<file path="src/include/rtcops_pkg.sv">
// Package with register map, field positions, reset values and keys of the clock output and protection block.
package rtcops_pkg;
	// ==========================================================================
	// Register byte offsets
	localparam logic [7:0] TIME_OFS = 8'h00;
	localparam logic [7:0] DATE_OFS = 8'h04;
	localparam logic [7:0] CTRL_OFS = 8'h08;
	localparam logic [7:0] ISR_OFS = 8'h0C;
	localparam logic [7:0] PRESC_OFS = 8'h10;
	localparam logic [7:0] KEY_OFS = 8'h24;
	// ==========================================================================
	// Control register fields
	localparam int CTRL_BYPASS_BIT = 5;
	localparam int CTRL_CAL_SRC_BIT = 19;
	localparam int CTRL_POL_BIT = 20;
	localparam int CTRL_ALM_SRC_LSB = 21;
	localparam int CTRL_CAL_EN_BIT = 23;
	localparam logic [31:0] CTRL_MASK = 32'h00F80020;
	localparam logic [31:0] CTRL_RESET = 32'h00000000;
	// ==========================================================================
	// Interrupt status register fields
	localparam int ISR_CAL_SET_BIT = 4;
	localparam int ISR_SYNCED_BIT = 5;
	localparam int ISR_INIT_ACT_BIT = 6;
	localparam int ISR_INIT_BIT = 7;
	localparam int ISR_ALRA_BIT = 8;
	localparam int ISR_ALRB_BIT = 9;
	localparam int ISR_WUT_BIT = 10;
	// ==========================================================================
	// Prescaler register fields
	localparam int PRESC_ASYNC_LSB = 16;
	localparam int ASYNC_CAL_TAP = 4;
	localparam int ASYNC_CAL_EN_BIT = 5;
	localparam logic [6:0] ASYNC_RESET = 7'h7F;
	localparam logic [14:0] SYNC_RESET = 15'h00FF;
	// ==========================================================================
	// Calendar fields
	localparam int DATE_YEAR_LSB = 16;
	localparam logic [7:0] YEAR_POR = 8'h00;
	localparam logic [31:0] TIME_POR = 32'h00000000;
	localparam logic [31:0] DATE_POR = 32'h00002101;
	// ==========================================================================
	// Unlock keys
	localparam logic [7:0] KEY_FIRST = 8'hCA;
	localparam logic [7:0] KEY_SECOND = 8'h53;
	// ==========================================================================
	// Alarm output source codes
	localparam logic [1:0] ASRC_OFF = 2'h0;
	localparam logic [1:0] ASRC_ALRA = 2'h1;
	localparam logic [1:0] ASRC_ALRB = 2'h2;
	localparam logic [1:0] ASRC_WUT = 2'h3;
	// ==========================================================================
	// Types
	typedef enum logic [1:0] {RTCOPS_LOCKED, RTCOPS_KEY1, RTCOPS_OPEN} rtcops_key_t;
endpackage : rtcops_pkg

</file>
<file path="src/hw/rtcops_alarm_mux.sv">
// Alarm output pin multiplexer with polarity.
module rtcops_alarm_mux (
	input wire logic hclk,
	input wire logic hresetn,
	input wire logic [1:0] alarm_out_source,
	input wire logic polarity_low,
	input wire logic alarm_a_flag,
	input wire logic alarm_b_flag,
	input wire logic wakeup_flag,
	output logic alarm_out
);
	logic sel_flag;

	// ==========================================================================
	// Source selection
	always_comb begin
		case (alarm_out_source)
			rtcops_pkg::ASRC_ALRA: sel_flag = alarm_a_flag;
			rtcops_pkg::ASRC_ALRB: sel_flag = alarm_b_flag;
			rtcops_pkg::ASRC_WUT: sel_flag = wakeup_flag;
			default: sel_flag = 1'b0;
		endcase
	end

	// The pin idles at the inactive level when no source is chosen.
	always_ff @(posedge hclk or negedge hresetn) begin
		if (!hresetn) begin
			alarm_out <= 1'b0;
		end else begin
			alarm_out <= sel_flag ^ polarity_low;
		end
	end

	property p_alarm_level;
		@(posedge hclk) disable iff (!hresetn)
		(alarm_out_source != rtcops_pkg::ASRC_OFF) |=> (alarm_out == ($past(sel_flag) ^ $past(polarity_low)));
	endproperty
	a_alarm_level: assert property (p_alarm_level) else $error("alarm pin does not follow selected flag");

	property p_wakeup_hold;
		@(posedge hclk) disable iff (!hresetn)
		(alarm_out_source == rtcops_pkg::ASRC_WUT && wakeup_flag && !polarity_low) [*2] |=> alarm_out;
	endproperty
	a_wakeup_hold: assert property (p_wakeup_hold) else $error("alarm pin dropped while wakeup flag set");
endmodule : rtcops_alarm_mux

</file>
<file path="src/hw/rtcops_top.sv">
// Clock output, alarm pin, write protection, init mode and shadow synchronisation block with an AHB-Lite slave.
//
// Our own choices: the AHB-Lite interface to the registers and the placing of the registers.

// Contract
// - Calibration pin comes from async counter bit four
// - No calibration output when divider bit five clear
// - Async divider sets calibration division factor
// - Enable gates output; select picks tap or second
// - Second tick from async then sync prescaler
// - Alarm match sets its alarm flag
// - Source field routes alarm or wakeup flag
// - Pin active while selected flag set
// - Wakeup counter zero sets wakeup flag
// - Wakeup source holds pin until flag cleared
// - Protected registers locked after reset
// - Keys 0xCA then 0x53 unlock writes
// - Wrong key relocks protected registers
// - Init mode halts calendar; resumes from written values
// - Calendar and prescaler writable only in init
// - Clearing init request restarts counting
// - Calendar reset only by power-on reset
// - Calendar set flag shows nonzero year
// - Shadows copied every two kernel cycles, flag set
// - Bypass reads return live calendar values
module rtcops_top (
	input wire logic hclk,
	input wire logic hresetn,
	input wire logic poresetn,
	input wire logic hsel,
	input wire logic [31:0] haddr,
	input wire logic [1:0] htrans,
	input wire logic hwrite,
	input wire logic [2:0] hsize,
	input wire logic [31:0] hwdata,
	input wire logic hready,
	output logic hreadyout,
	output logic hresp,
	output logic [31:0] hrdata,
	input wire logic kernel_clock,
	input wire logic alarm_a_match,
	input wire logic alarm_b_match,
	input wire logic wakeup_zero,
	output logic cal_out,
	output logic alarm_out
);
	logic kclk_d_reg;
	logic ktick;
	logic [6:0] async_cnt_reg;
	logic [14:0] sync_cnt_reg;
	logic async_wrap;
	logic sec_tick;
	logic half_tick_reg;
	logic [31:0] time_reg;
	logic [31:0] date_reg;
	logic [31:0] control_reg;
	logic [6:0] async_divider;
	logic [14:0] sync_divider;
	logic [31:0] time_shadow_reg;
	logic [31:0] date_shadow_reg;
	logic shadow_synced_flag;
	logic alarm_a_flag;
	logic alarm_b_flag;
	logic wakeup_flag;
	logic init_req_reg;
	logic init_active_flag;
	logic calendar_set_flag;
	rtcops_pkg::rtcops_key_t key_state_reg;
	logic unlocked;
	logic wr_v_reg;
	logic [7:0] wr_addr_reg;
	logic addr_ph;
	logic wr;
	logic wr_key;
	logic wr_isr;
	logic wr_prot;
	logic wr_cal;
	logic shadow_copy;
	logic [31:0] isr_view;
	logic [31:0] rd_next;
	logic shadow_bypass;
	logic cal_out_next;

	assign hreadyout = 1'b1;
	assign hresp = 1'b0;
	assign shadow_bypass = control_reg[rtcops_pkg::CTRL_BYPASS_BIT];
	assign unlocked = (key_state_reg == rtcops_pkg::RTCOPS_OPEN);
	assign calendar_set_flag = (date_reg[rtcops_pkg::DATE_YEAR_LSB +: 8] != rtcops_pkg::YEAR_POR);

	// ==========================================================================
	// AHB-Lite slave: zero wait states, reads captured in the address phase
	assign addr_ph = hsel && htrans[1] && hready;
	assign wr = wr_v_reg;
	assign wr_key = wr && (wr_addr_reg == rtcops_pkg::KEY_OFS);
	assign wr_isr = wr && (wr_addr_reg == rtcops_pkg::ISR_OFS);
	assign wr_prot = wr && unlocked;
	assign wr_cal = wr_prot && init_active_flag;

	always_ff @(posedge hclk or negedge hresetn) begin
		if (!hresetn) begin
			wr_v_reg <= 1'b0;
			wr_addr_reg <= 8'h00;
		end else begin
			wr_v_reg <= addr_ph && hwrite;
			wr_addr_reg <= {haddr[7:2], 2'b00};
		end
	end

	always_comb begin
		isr_view = 32'h00000000;
		isr_view[rtcops_pkg::ISR_CAL_SET_BIT] = calendar_set_flag;
		isr_view[rtcops_pkg::ISR_SYNCED_BIT] = shadow_synced_flag;
		isr_view[rtcops_pkg::ISR_INIT_ACT_BIT] = init_active_flag;
		isr_view[rtcops_pkg::ISR_INIT_BIT] = init_req_reg;
		isr_view[rtcops_pkg::ISR_ALRA_BIT] = alarm_a_flag;
		isr_view[rtcops_pkg::ISR_ALRB_BIT] = alarm_b_flag;
		isr_view[rtcops_pkg::ISR_WUT_BIT] = wakeup_flag;
	end

	always_comb begin
		case ({haddr[7:2], 2'b00})
			rtcops_pkg::TIME_OFS: rd_next = shadow_bypass ? time_reg : time_shadow_reg;
			rtcops_pkg::DATE_OFS: rd_next = shadow_bypass ? date_reg : date_shadow_reg;
			rtcops_pkg::CTRL_OFS: rd_next = control_reg;
			rtcops_pkg::ISR_OFS: rd_next = isr_view;
			rtcops_pkg::PRESC_OFS: rd_next = {9'h000, async_divider, 1'b0, sync_divider};
			default: rd_next = 32'h00000000;
		endcase
	end

	always_ff @(posedge hclk or negedge hresetn) begin
		if (!hresetn) begin
			hrdata <= 32'h00000000;
		end else if (addr_ph && !hwrite) begin
			hrdata <= rd_next;
		end
	end

	// ==========================================================================
	// Write key sequence
	always_ff @(posedge hclk or negedge hresetn) begin
		if (!hresetn) begin
			key_state_reg <= rtcops_pkg::RTCOPS_LOCKED;
		end else if (wr_key) begin
			case (key_state_reg)
				rtcops_pkg::RTCOPS_KEY1: begin
					if (hwdata[7:0] == rtcops_pkg::KEY_SECOND) begin
						key_state_reg <= rtcops_pkg::RTCOPS_OPEN;
					end else if (hwdata[7:0] == rtcops_pkg::KEY_FIRST) begin
						key_state_reg <= rtcops_pkg::RTCOPS_KEY1;
					end else begin
						key_state_reg <= rtcops_pkg::RTCOPS_LOCKED;
					end
				end
				default: begin
					if (hwdata[7:0] == rtcops_pkg::KEY_FIRST) begin
						key_state_reg <= rtcops_pkg::RTCOPS_KEY1;
					end else begin
						key_state_reg <= rtcops_pkg::RTCOPS_LOCKED;
					end
				end
			endcase
		end
	end

	// ==========================================================================
	// Kernel clock edge detect and prescalers, halted in init mode
	assign ktick = kernel_clock && !kclk_d_reg;
	assign async_wrap = ktick && (async_cnt_reg == 7'h00);
	assign sec_tick = async_wrap && (sync_cnt_reg == 15'h0000);

	always_ff @(posedge hclk or negedge poresetn) begin
		if (!poresetn) begin
			kclk_d_reg <= 1'b0;
		end else begin
			kclk_d_reg <= kernel_clock;
		end
	end

	// A write to the prescaler register restarts both counters from the new values.
	always_ff @(posedge hclk or negedge poresetn) begin
		if (!poresetn) begin
			async_cnt_reg <= rtcops_pkg::ASYNC_RESET;
			sync_cnt_reg <= rtcops_pkg::SYNC_RESET;
		end else if (wr_cal && wr_addr_reg == rtcops_pkg::PRESC_OFS) begin
			async_cnt_reg <= hwdata[rtcops_pkg::PRESC_ASYNC_LSB +: 7];
			sync_cnt_reg <= hwdata[14:0];
		end else if (ktick && !init_active_flag) begin
			if (async_wrap) begin
				async_cnt_reg <= async_divider;
				sync_cnt_reg <= (sync_cnt_reg == 15'h0000) ? sync_divider : sync_cnt_reg - 15'h0001;
			end else begin
				async_cnt_reg <= async_cnt_reg - 7'h01;
			end
		end
	end

	// ==========================================================================
	// Power-on domain registers: calendar, control and prescaler settings
	always_ff @(posedge hclk or negedge poresetn) begin
		if (!poresetn) begin
			async_divider <= rtcops_pkg::ASYNC_RESET;
			sync_divider <= rtcops_pkg::SYNC_RESET;
		end else if (wr_cal && wr_addr_reg == rtcops_pkg::PRESC_OFS) begin
			async_divider <= hwdata[rtcops_pkg::PRESC_ASYNC_LSB +: 7];
			sync_divider <= hwdata[14:0];
		end
	end

	always_ff @(posedge hclk or negedge poresetn) begin
		if (!poresetn) begin
			control_reg <= rtcops_pkg::CTRL_RESET;
		end else if (wr_prot && wr_addr_reg == rtcops_pkg::CTRL_OFS) begin
			control_reg <= hwdata & rtcops_pkg::CTRL_MASK;
		end
	end

	// The calendar sits on the power-on reset so a system reset leaves it running.
	always_ff @(posedge hclk or negedge poresetn) begin
		if (!poresetn) begin
			time_reg <= rtcops_pkg::TIME_POR;
			date_reg <= rtcops_pkg::DATE_POR;
		end else begin
			if (wr_cal && wr_addr_reg == rtcops_pkg::TIME_OFS) begin
				time_reg <= hwdata;
			end else if (sec_tick && !init_active_flag) begin
				time_reg <= time_reg + 32'h00000001;
			end
			if (wr_cal && wr_addr_reg == rtcops_pkg::DATE_OFS) begin
				date_reg <= hwdata;
			end
		end
	end

	// ==========================================================================
	// Init mode request and acknowledge on a kernel edge
	always_ff @(posedge hclk or negedge hresetn) begin
		if (!hresetn) begin
			init_req_reg <= 1'b0;
			init_active_flag <= 1'b0;
		end else begin
			if (wr_isr && unlocked) begin
				init_req_reg <= hwdata[rtcops_pkg::ISR_INIT_BIT];
			end
			if (ktick) begin
				init_active_flag <= init_req_reg;
			end
		end
	end

	// ==========================================================================
	// Shadow copies every second kernel edge
	assign shadow_copy = ktick && half_tick_reg && !init_active_flag;

	always_ff @(posedge hclk or negedge hresetn) begin
		if (!hresetn) begin
			half_tick_reg <= 1'b0;
			time_shadow_reg <= 32'h00000000;
			date_shadow_reg <= 32'h00000000;
		end else begin
			if (ktick) begin
				half_tick_reg <= !half_tick_reg;
			end
			if (shadow_copy) begin
				time_shadow_reg <= time_reg;
				date_shadow_reg <= date_reg;
			end
		end
	end

	// ==========================================================================
	// Event flags: hardware set wins over a software write of zero
	always_ff @(posedge hclk or negedge hresetn) begin
		if (!hresetn) begin
			shadow_synced_flag <= 1'b0;
			alarm_a_flag <= 1'b0;
			alarm_b_flag <= 1'b0;
			wakeup_flag <= 1'b0;
		end else begin
			if (shadow_copy) begin
				shadow_synced_flag <= 1'b1;
			end else if (wr_isr && !hwdata[rtcops_pkg::ISR_SYNCED_BIT]) begin
				shadow_synced_flag <= 1'b0;
			end
			if (alarm_a_match) begin
				alarm_a_flag <= 1'b1;
			end else if (wr_isr && !hwdata[rtcops_pkg::ISR_ALRA_BIT]) begin
				alarm_a_flag <= 1'b0;
			end
			if (alarm_b_match) begin
				alarm_b_flag <= 1'b1;
			end else if (wr_isr && !hwdata[rtcops_pkg::ISR_ALRB_BIT]) begin
				alarm_b_flag <= 1'b0;
			end
			if (wakeup_zero) begin
				wakeup_flag <= 1'b1;
			end else if (wr_isr && !hwdata[rtcops_pkg::ISR_WUT_BIT]) begin
				wakeup_flag <= 1'b0;
			end
		end
	end

	// ==========================================================================
	// Calibration output
	always_comb begin
		if (!control_reg[rtcops_pkg::CTRL_CAL_EN_BIT] || !async_divider[rtcops_pkg::ASYNC_CAL_EN_BIT]) begin
			cal_out_next = 1'b0;
		end else if (control_reg[rtcops_pkg::CTRL_CAL_SRC_BIT]) begin
			cal_out_next = (sync_cnt_reg == 15'h0000);
		end else begin
			cal_out_next = async_cnt_reg[rtcops_pkg::ASYNC_CAL_TAP];
		end
	end

	always_ff @(posedge hclk or negedge hresetn) begin
		if (!hresetn) begin
			cal_out <= 1'b0;
		end else begin
			cal_out <= cal_out_next;
		end
	end

	rtcops_alarm_mux i_rtcops_alarm_mux (
		.hclk(hclk),
		.hresetn(hresetn),
		.alarm_out_source(control_reg[rtcops_pkg::CTRL_ALM_SRC_LSB +: 2]),
		.polarity_low(control_reg[rtcops_pkg::CTRL_POL_BIT]),
		.alarm_a_flag(alarm_a_flag),
		.alarm_b_flag(alarm_b_flag),
		.wakeup_flag(wakeup_flag),
		.alarm_out(alarm_out)
	);

	// ==========================================================================
	// Checks
	property p_cal_off;
		@(posedge hclk) disable iff (!hresetn)
		!async_divider[rtcops_pkg::ASYNC_CAL_EN_BIT] |=> !cal_out;
	endproperty
	a_cal_off: assert property (p_cal_off) else $error("calibration pin active with divider bit five clear");

	property p_cal_tap;
		@(posedge hclk) disable iff (!hresetn)
		(control_reg[rtcops_pkg::CTRL_CAL_EN_BIT] && !control_reg[rtcops_pkg::CTRL_CAL_SRC_BIT]
			&& async_divider[rtcops_pkg::ASYNC_CAL_EN_BIT])
			|=> (cal_out == $past(async_cnt_reg[rtcops_pkg::ASYNC_CAL_TAP]));
	endproperty
	a_cal_tap: assert property (p_cal_tap) else $error("calibration pin not on counter bit four");

	property p_locked_time;
		@(posedge hclk) disable iff (!hresetn || !poresetn)
		(wr && wr_addr_reg == rtcops_pkg::TIME_OFS && !wr_cal && !sec_tick) |=> $stable(time_reg);
	endproperty
	a_locked_time: assert property (p_locked_time) else $error("locked time register was written");

	property p_key_open;
		@(posedge hclk) disable iff (!hresetn)
		(wr_key && key_state_reg == rtcops_pkg::RTCOPS_KEY1 && hwdata[7:0] == rtcops_pkg::KEY_SECOND) |=> unlocked;
	endproperty
	a_key_open: assert property (p_key_open) else $error("key sequence did not unlock");

	property p_key_bad;
		@(posedge hclk) disable iff (!hresetn)
		(wr_key && hwdata[7:0] != rtcops_pkg::KEY_FIRST && hwdata[7:0] != rtcops_pkg::KEY_SECOND) |=> !unlocked;
	endproperty
	a_key_bad: assert property (p_key_bad) else $error("wrong key left registers open");

	property p_halt;
		@(posedge hclk) disable iff (!poresetn || !hresetn)
		(init_active_flag && !wr_cal) |=> $stable(time_reg);
	endproperty
	a_halt: assert property (p_halt) else $error("calendar moved in init mode");

	property p_init_active_flag;
		@(posedge hclk) disable iff (!hresetn)
		(init_req_reg && ktick) |=> init_active_flag;
	endproperty
	a_init_active_flag: assert property (p_init_active_flag) else $error("init active flag not raised");

	property p_rsf;
		@(posedge hclk) disable iff (!hresetn)
		shadow_copy |=> (shadow_synced_flag && time_shadow_reg == $past(time_reg));
	endproperty
	a_rsf: assert property (p_rsf) else $error("shadow copy or synced flag missing");

	property p_bypass;
		@(posedge hclk) disable iff (!hresetn)
		(addr_ph && !hwrite && haddr[7:0] == rtcops_pkg::TIME_OFS && shadow_bypass) |=> (hrdata == $past(time_reg));
	endproperty
	a_bypass: assert property (p_bypass) else $error("bypass read did not return live time");

	property p_alarm_set;
		@(posedge hclk) disable iff (!hresetn)
		alarm_a_match |=> alarm_a_flag ##1 (alarm_out || control_reg[rtcops_pkg::CTRL_POL_BIT]
			|| control_reg[rtcops_pkg::CTRL_ALM_SRC_LSB +: 2] != rtcops_pkg::ASRC_ALRA);
	endproperty
	a_alarm_set: assert property (p_alarm_set) else $error("alarm match did not set flag or pin");

	property p_rsf_clear;
		@(posedge hclk) disable iff (!hresetn)
		(wr_isr && !hwdata[rtcops_pkg::ISR_SYNCED_BIT] && hwdata[rtcops_pkg::ISR_ALRA_BIT]
			&& !shadow_copy && !alarm_a_match)
			|=> (!shadow_synced_flag && alarm_a_flag == $past(alarm_a_flag));
	endproperty
	a_rsf_clear: assert property (p_rsf_clear) else $error("synced flag clear disturbed other bits");
endmodule : rtcops_top

</file>
<file path="config.mk">
export PLATFORM = sky130hd
export DESIGN_NAME = rtcops_top
export DESIGN_NICKNAME = d
export VERILOG_FILES = /design/src/include/rtcops_pkg.sv /design/src/hw/rtcops_alarm_mux.sv /design/src/hw/rtcops_top.sv
export SDC_FILE = /design/constraint.sdc
export NUM_CORES = 1
export LEC_CHECK = 0
export BUFFER_PORTS_ARGS = -buffer_cell sky130_fd_sc_hd__buf_2
export CAP_MARGIN = 20
export CORE_MARGIN = 2
export CORE_UTILIZATION = 55
export CTS_BUF_LIST = sky130_fd_sc_hd__clkbuf_16
export CTS_CLUSTER_SIZE = 40
export DETAILED_ROUTE_END_ITERATION = 7
export PLACE_DENSITY_LB_ADDON = 0.08
export SLEW_MARGIN = 10
export SYNTH_ARGS = -nofsm -noshare
export SYNTH_HDL_FRONTEND = slang
export SYNTH_SLANG_ARGS = --single-unit
</file>
<file path="constraint.sdc">
create_clock -name hclk -period 7.3 [get_ports hclk]
set_input_delay 1.095 -clock hclk [delete_from_list [all_inputs] [get_ports hclk]]
set_output_delay 1.095 -clock hclk [all_outputs]
set_load 0.03 [all_outputs]
</file>
==> flow_summary_export.csv <==
group,metric,value,unit
global_routing,grt_pass1_wl,51.5,mm
pwr,power_density,234,nW/um^2
timing,tightest_slew,1030,ps
die,ios,115,
clocking,ctsResizeCount,0,
global_routing,grt_util_all_layers,0.301,
timing,fin_ws,4070,ps
final_layout,n_fill_cell,1768,
setup_path,crit_family,"simple AND/OR/NAND/NOR gates",
pwr,vdd_drop_max,170,uV
clocking,clk_path_buf_depth,3,
setup_path,cp.required,7750,ps
setup_path,cpMaxStageDelayCell,"or4_1",
setup_path,cp_cell_sequence,"buf_2, or3b_1, or4_1, nor2_1, nand3_1, o211ai_1",
final_layout,diodes,0,
hold_path,hold_start,"sync_divider[6]$_DFFE_PN1P_",
clocking,cts_buffers,26,
final_layout,area_delta_synth_final,11.8,%
setup_path,crit_start,"kernel_clock",
die,rows,53,
logic_synthesis,synth.distinct_cells,70,
route,first_pass_iters,5,
route,drc,0,
timing,maxSlewHeadroom,0.309,
timing,setup_violations,0,
route,wl_per_cell,22.9,microns
setup_path,crit_buf_inv,1,
final_layout,final_cell_mix,"dfrtp_1, nand2_1, mux2_2",
final_layout,layout_commonest_cell,"dfrtp_1",
logic_synthesis,synth_edf_count,0,
setup_path,setup.worst_path.end,"time_reg[22]$_DFFE_PN0P_",
timing,tns,0,ps
clocking,cts_tree,"yes",
logic_synthesis,yosys-top-cells-area,"dfrtp_1, mux2_2, dfstp_2",
route,drtIter0Drc,712,
die,die_y,149,microns
logic_synthesis,syn_inst,1098,
pwr,leakage,5.54,nW
setup_path,crit_type,"in -> reg",
final_layout,final_nets,1227,
setup_path,worst_path_largest_cell_delay,1010,ps
route,wirelength,33.0,mm
setup_path,worstPathArrival,3670,ps
logic_synthesis,synthesis.nets,1181,
clocking,clk_latency,540,ps
placement,place_ws,3580,ps
clocking,cts_sinks,229,
timing,clock_skew,24.8,ps
clocking,clkTransAtPathRegs,60,ps
timing,timing.final.crit_share,0.442,
logic_synthesis,ys_ff_latch,229,
global_routing,antenna_found_initial,0,
setup_path,ff2ff_setup_slack,4200,ps
placement,gp_congestion,0.901,
logic_synthesis,yosysTopAreaCellShare,0.424,
logic_synthesis,syn_avg_cell_area,10.5,sq um
logic_synthesis,synthFlopType,"dfrtp_1",
logic_synthesis,synth_warnings,0,
timing,min_period,3230,ps
clocking,h-tree-depth,1,
setup_path,worst_r2r_path_depth,5,
clocking,hold_buffers,0,
outcome,outcome,"finished, final reports clean",
logic_synthesis,yosysTopAreaCell,"dfrtp_1",
hold_path,hold_path.class,"reg -> reg",
die,start_util,0.555,
logic_synthesis,synth_seq_area_share,0.499,
job,maxCapViolations,0,
final_layout,finish.utilization,0.621,
timing,grt_setup_unrepaired,"false",
setup_path,critPathMaxFanout,26,
logic_synthesis,syn_area,11600,sq um
timing,finalHoldViolCount,0,
placement,dpl_cell_area,12100,sq um
route,route.vias.total,9194,
setup_path,critPathLaunchType,"input pin",
global_routing,first_global_vias,8907,
setup_path,cp.depth,6,
die,design.die.area,22200,sq um
final_layout,finish.instance_area,12900,sq um
placement,dp_hpwl,21.7,mm
final_layout,drive_gt1_frac,0.247,
timing,maxSlewViolCount,0,
logic_synthesis,ys_async_sr_fraction,1.00,
route,ant_nets,0,
setup_path,rr_startpoint,"sync_cnt_reg[4]$_DFFE_PN1P_",
die,core_area,20800,sq um
placement,port-buffer-count,82,
clocking,post-cts-setup-buffers,0,
global_routing,grt_max_degree,74,
timing,max_freq,310,MHz
clocking,cts_root_buf,"clkbuf_16",
global_routing,overflow,0,
setup_path,worstReg2RegEnd,"time_reg[28]$_DFFE_PN0P_",
die,die_width,149,microns
route,viasPerCell,6.39,
setup_path,endpoint_kind,"flip-flop",
[layout make-up]
| cell class | count | area, sq um | area share |
|---|---|---|---|
| tap | 275 | 344 | 0.0266 |
| timing repair buffer | 99 | 571 | 0.0441 |
| clock buffer | 26 | 651 | 0.0503 |
| sequential | 229 | 5780 | 0.447 |
| clock inverter | 22 | 134 | 0.0104 |
| multi-input combinational | 775 | 5400 | 0.418 |
| inverter | 13 | 48.8 | 0.00377 |
[metrics by stage]
step | instances | total power (W) | hold WS (ps)
after floorplan | 1098 | 0.00169 | 439
after global placement | 1389 | 0.00182 | 453
after detailed placement | 1389 | 0.00183 | 459
after CTS | 1437 | 0.00303 | 469
after global routing | 1439 | 0.00313 | 475
final | 1439 | 0.00302 | 470
[synth_stat cells (17+ instances only)]
cell type  count
nor2_1        59
o221ai_1      25
dfrtp_1      196
mux2_2       107
a21oi_1       37
nand3_1       34
dfstp_2       33
o211ai_1      17
o21ai_0       44
nand2_1      139
clkbuf_1      49
a22o_1        21
mux2i_1       64
buf_2         19
[cells by family (layout without fill, tap and decap cells)]
| group | count (synthesis) | in the layout | synth area share |
|---|---|---|---|
| XOR/XNOR | 7 | 7 | 0.00530 |
| buffers and inverters | 94 | 160 | 0.0342 |
| AO/OA/AOI/OAI | 242 | 242 | 0.147 |
| adder cells (fa/ha/maj) | 4 | 4 | 0.00433 |
| flip-flops | 229 | 229 | 0.499 |
| multiplexers | 171 | 171 | 0.160 |
| AND/OR/NAND/NOR | 349 | 349 | 0.150 |
| other | 2 | 2 | 0.000650 |
[worst min-delay path, stage by stage (launching register included)]
cell	delay (ps)
dfstp_2	370
nand2_1	50
nand2_1	50
[worst min path at each step]
stage	end	slack (ps)	cells past startpoint
3_3_place_gp	half_tick_reg$_DFFE_PN0N_	450	1
3_5_place_dp	async_divider[2]$_DFFE_PN1P_	460	2
4_1_cts	async_divider[2]$_DFFE_PN1P_	470	2
5_1_grt	async_divider[2]$_DFFE_PN1P_	470	2
2_1_floorplan	half_tick_reg$_DFFE_PN0N_	440	1
6_report	sync_divider[6]$_DFFE_PN1P_	470	2
[power by group]
part / total (W) / switching, W / internal (W)
Clock: 0.00120 / 0.000522 / 0.000681
Combinational: 0.000378 / 0.000234 / 0.000144
Sequential: 0.00144 / 0.0000800 / 0.00136
Total: 0.00302 / 0.000836 / 0.00219
[per-layer routing]
metal / up-vias / global-route usage / wire length (microns)
met5: - / 0 / 0
met4: 0 / 0.106 / 1190
met3: 59 / 0.0462 / 2160
met2: 361 / 0.470 / 15200
met1: 4601 / 0.432 / 14500
li1: 4173 / - / -
(Power assumes the default switching activity.)
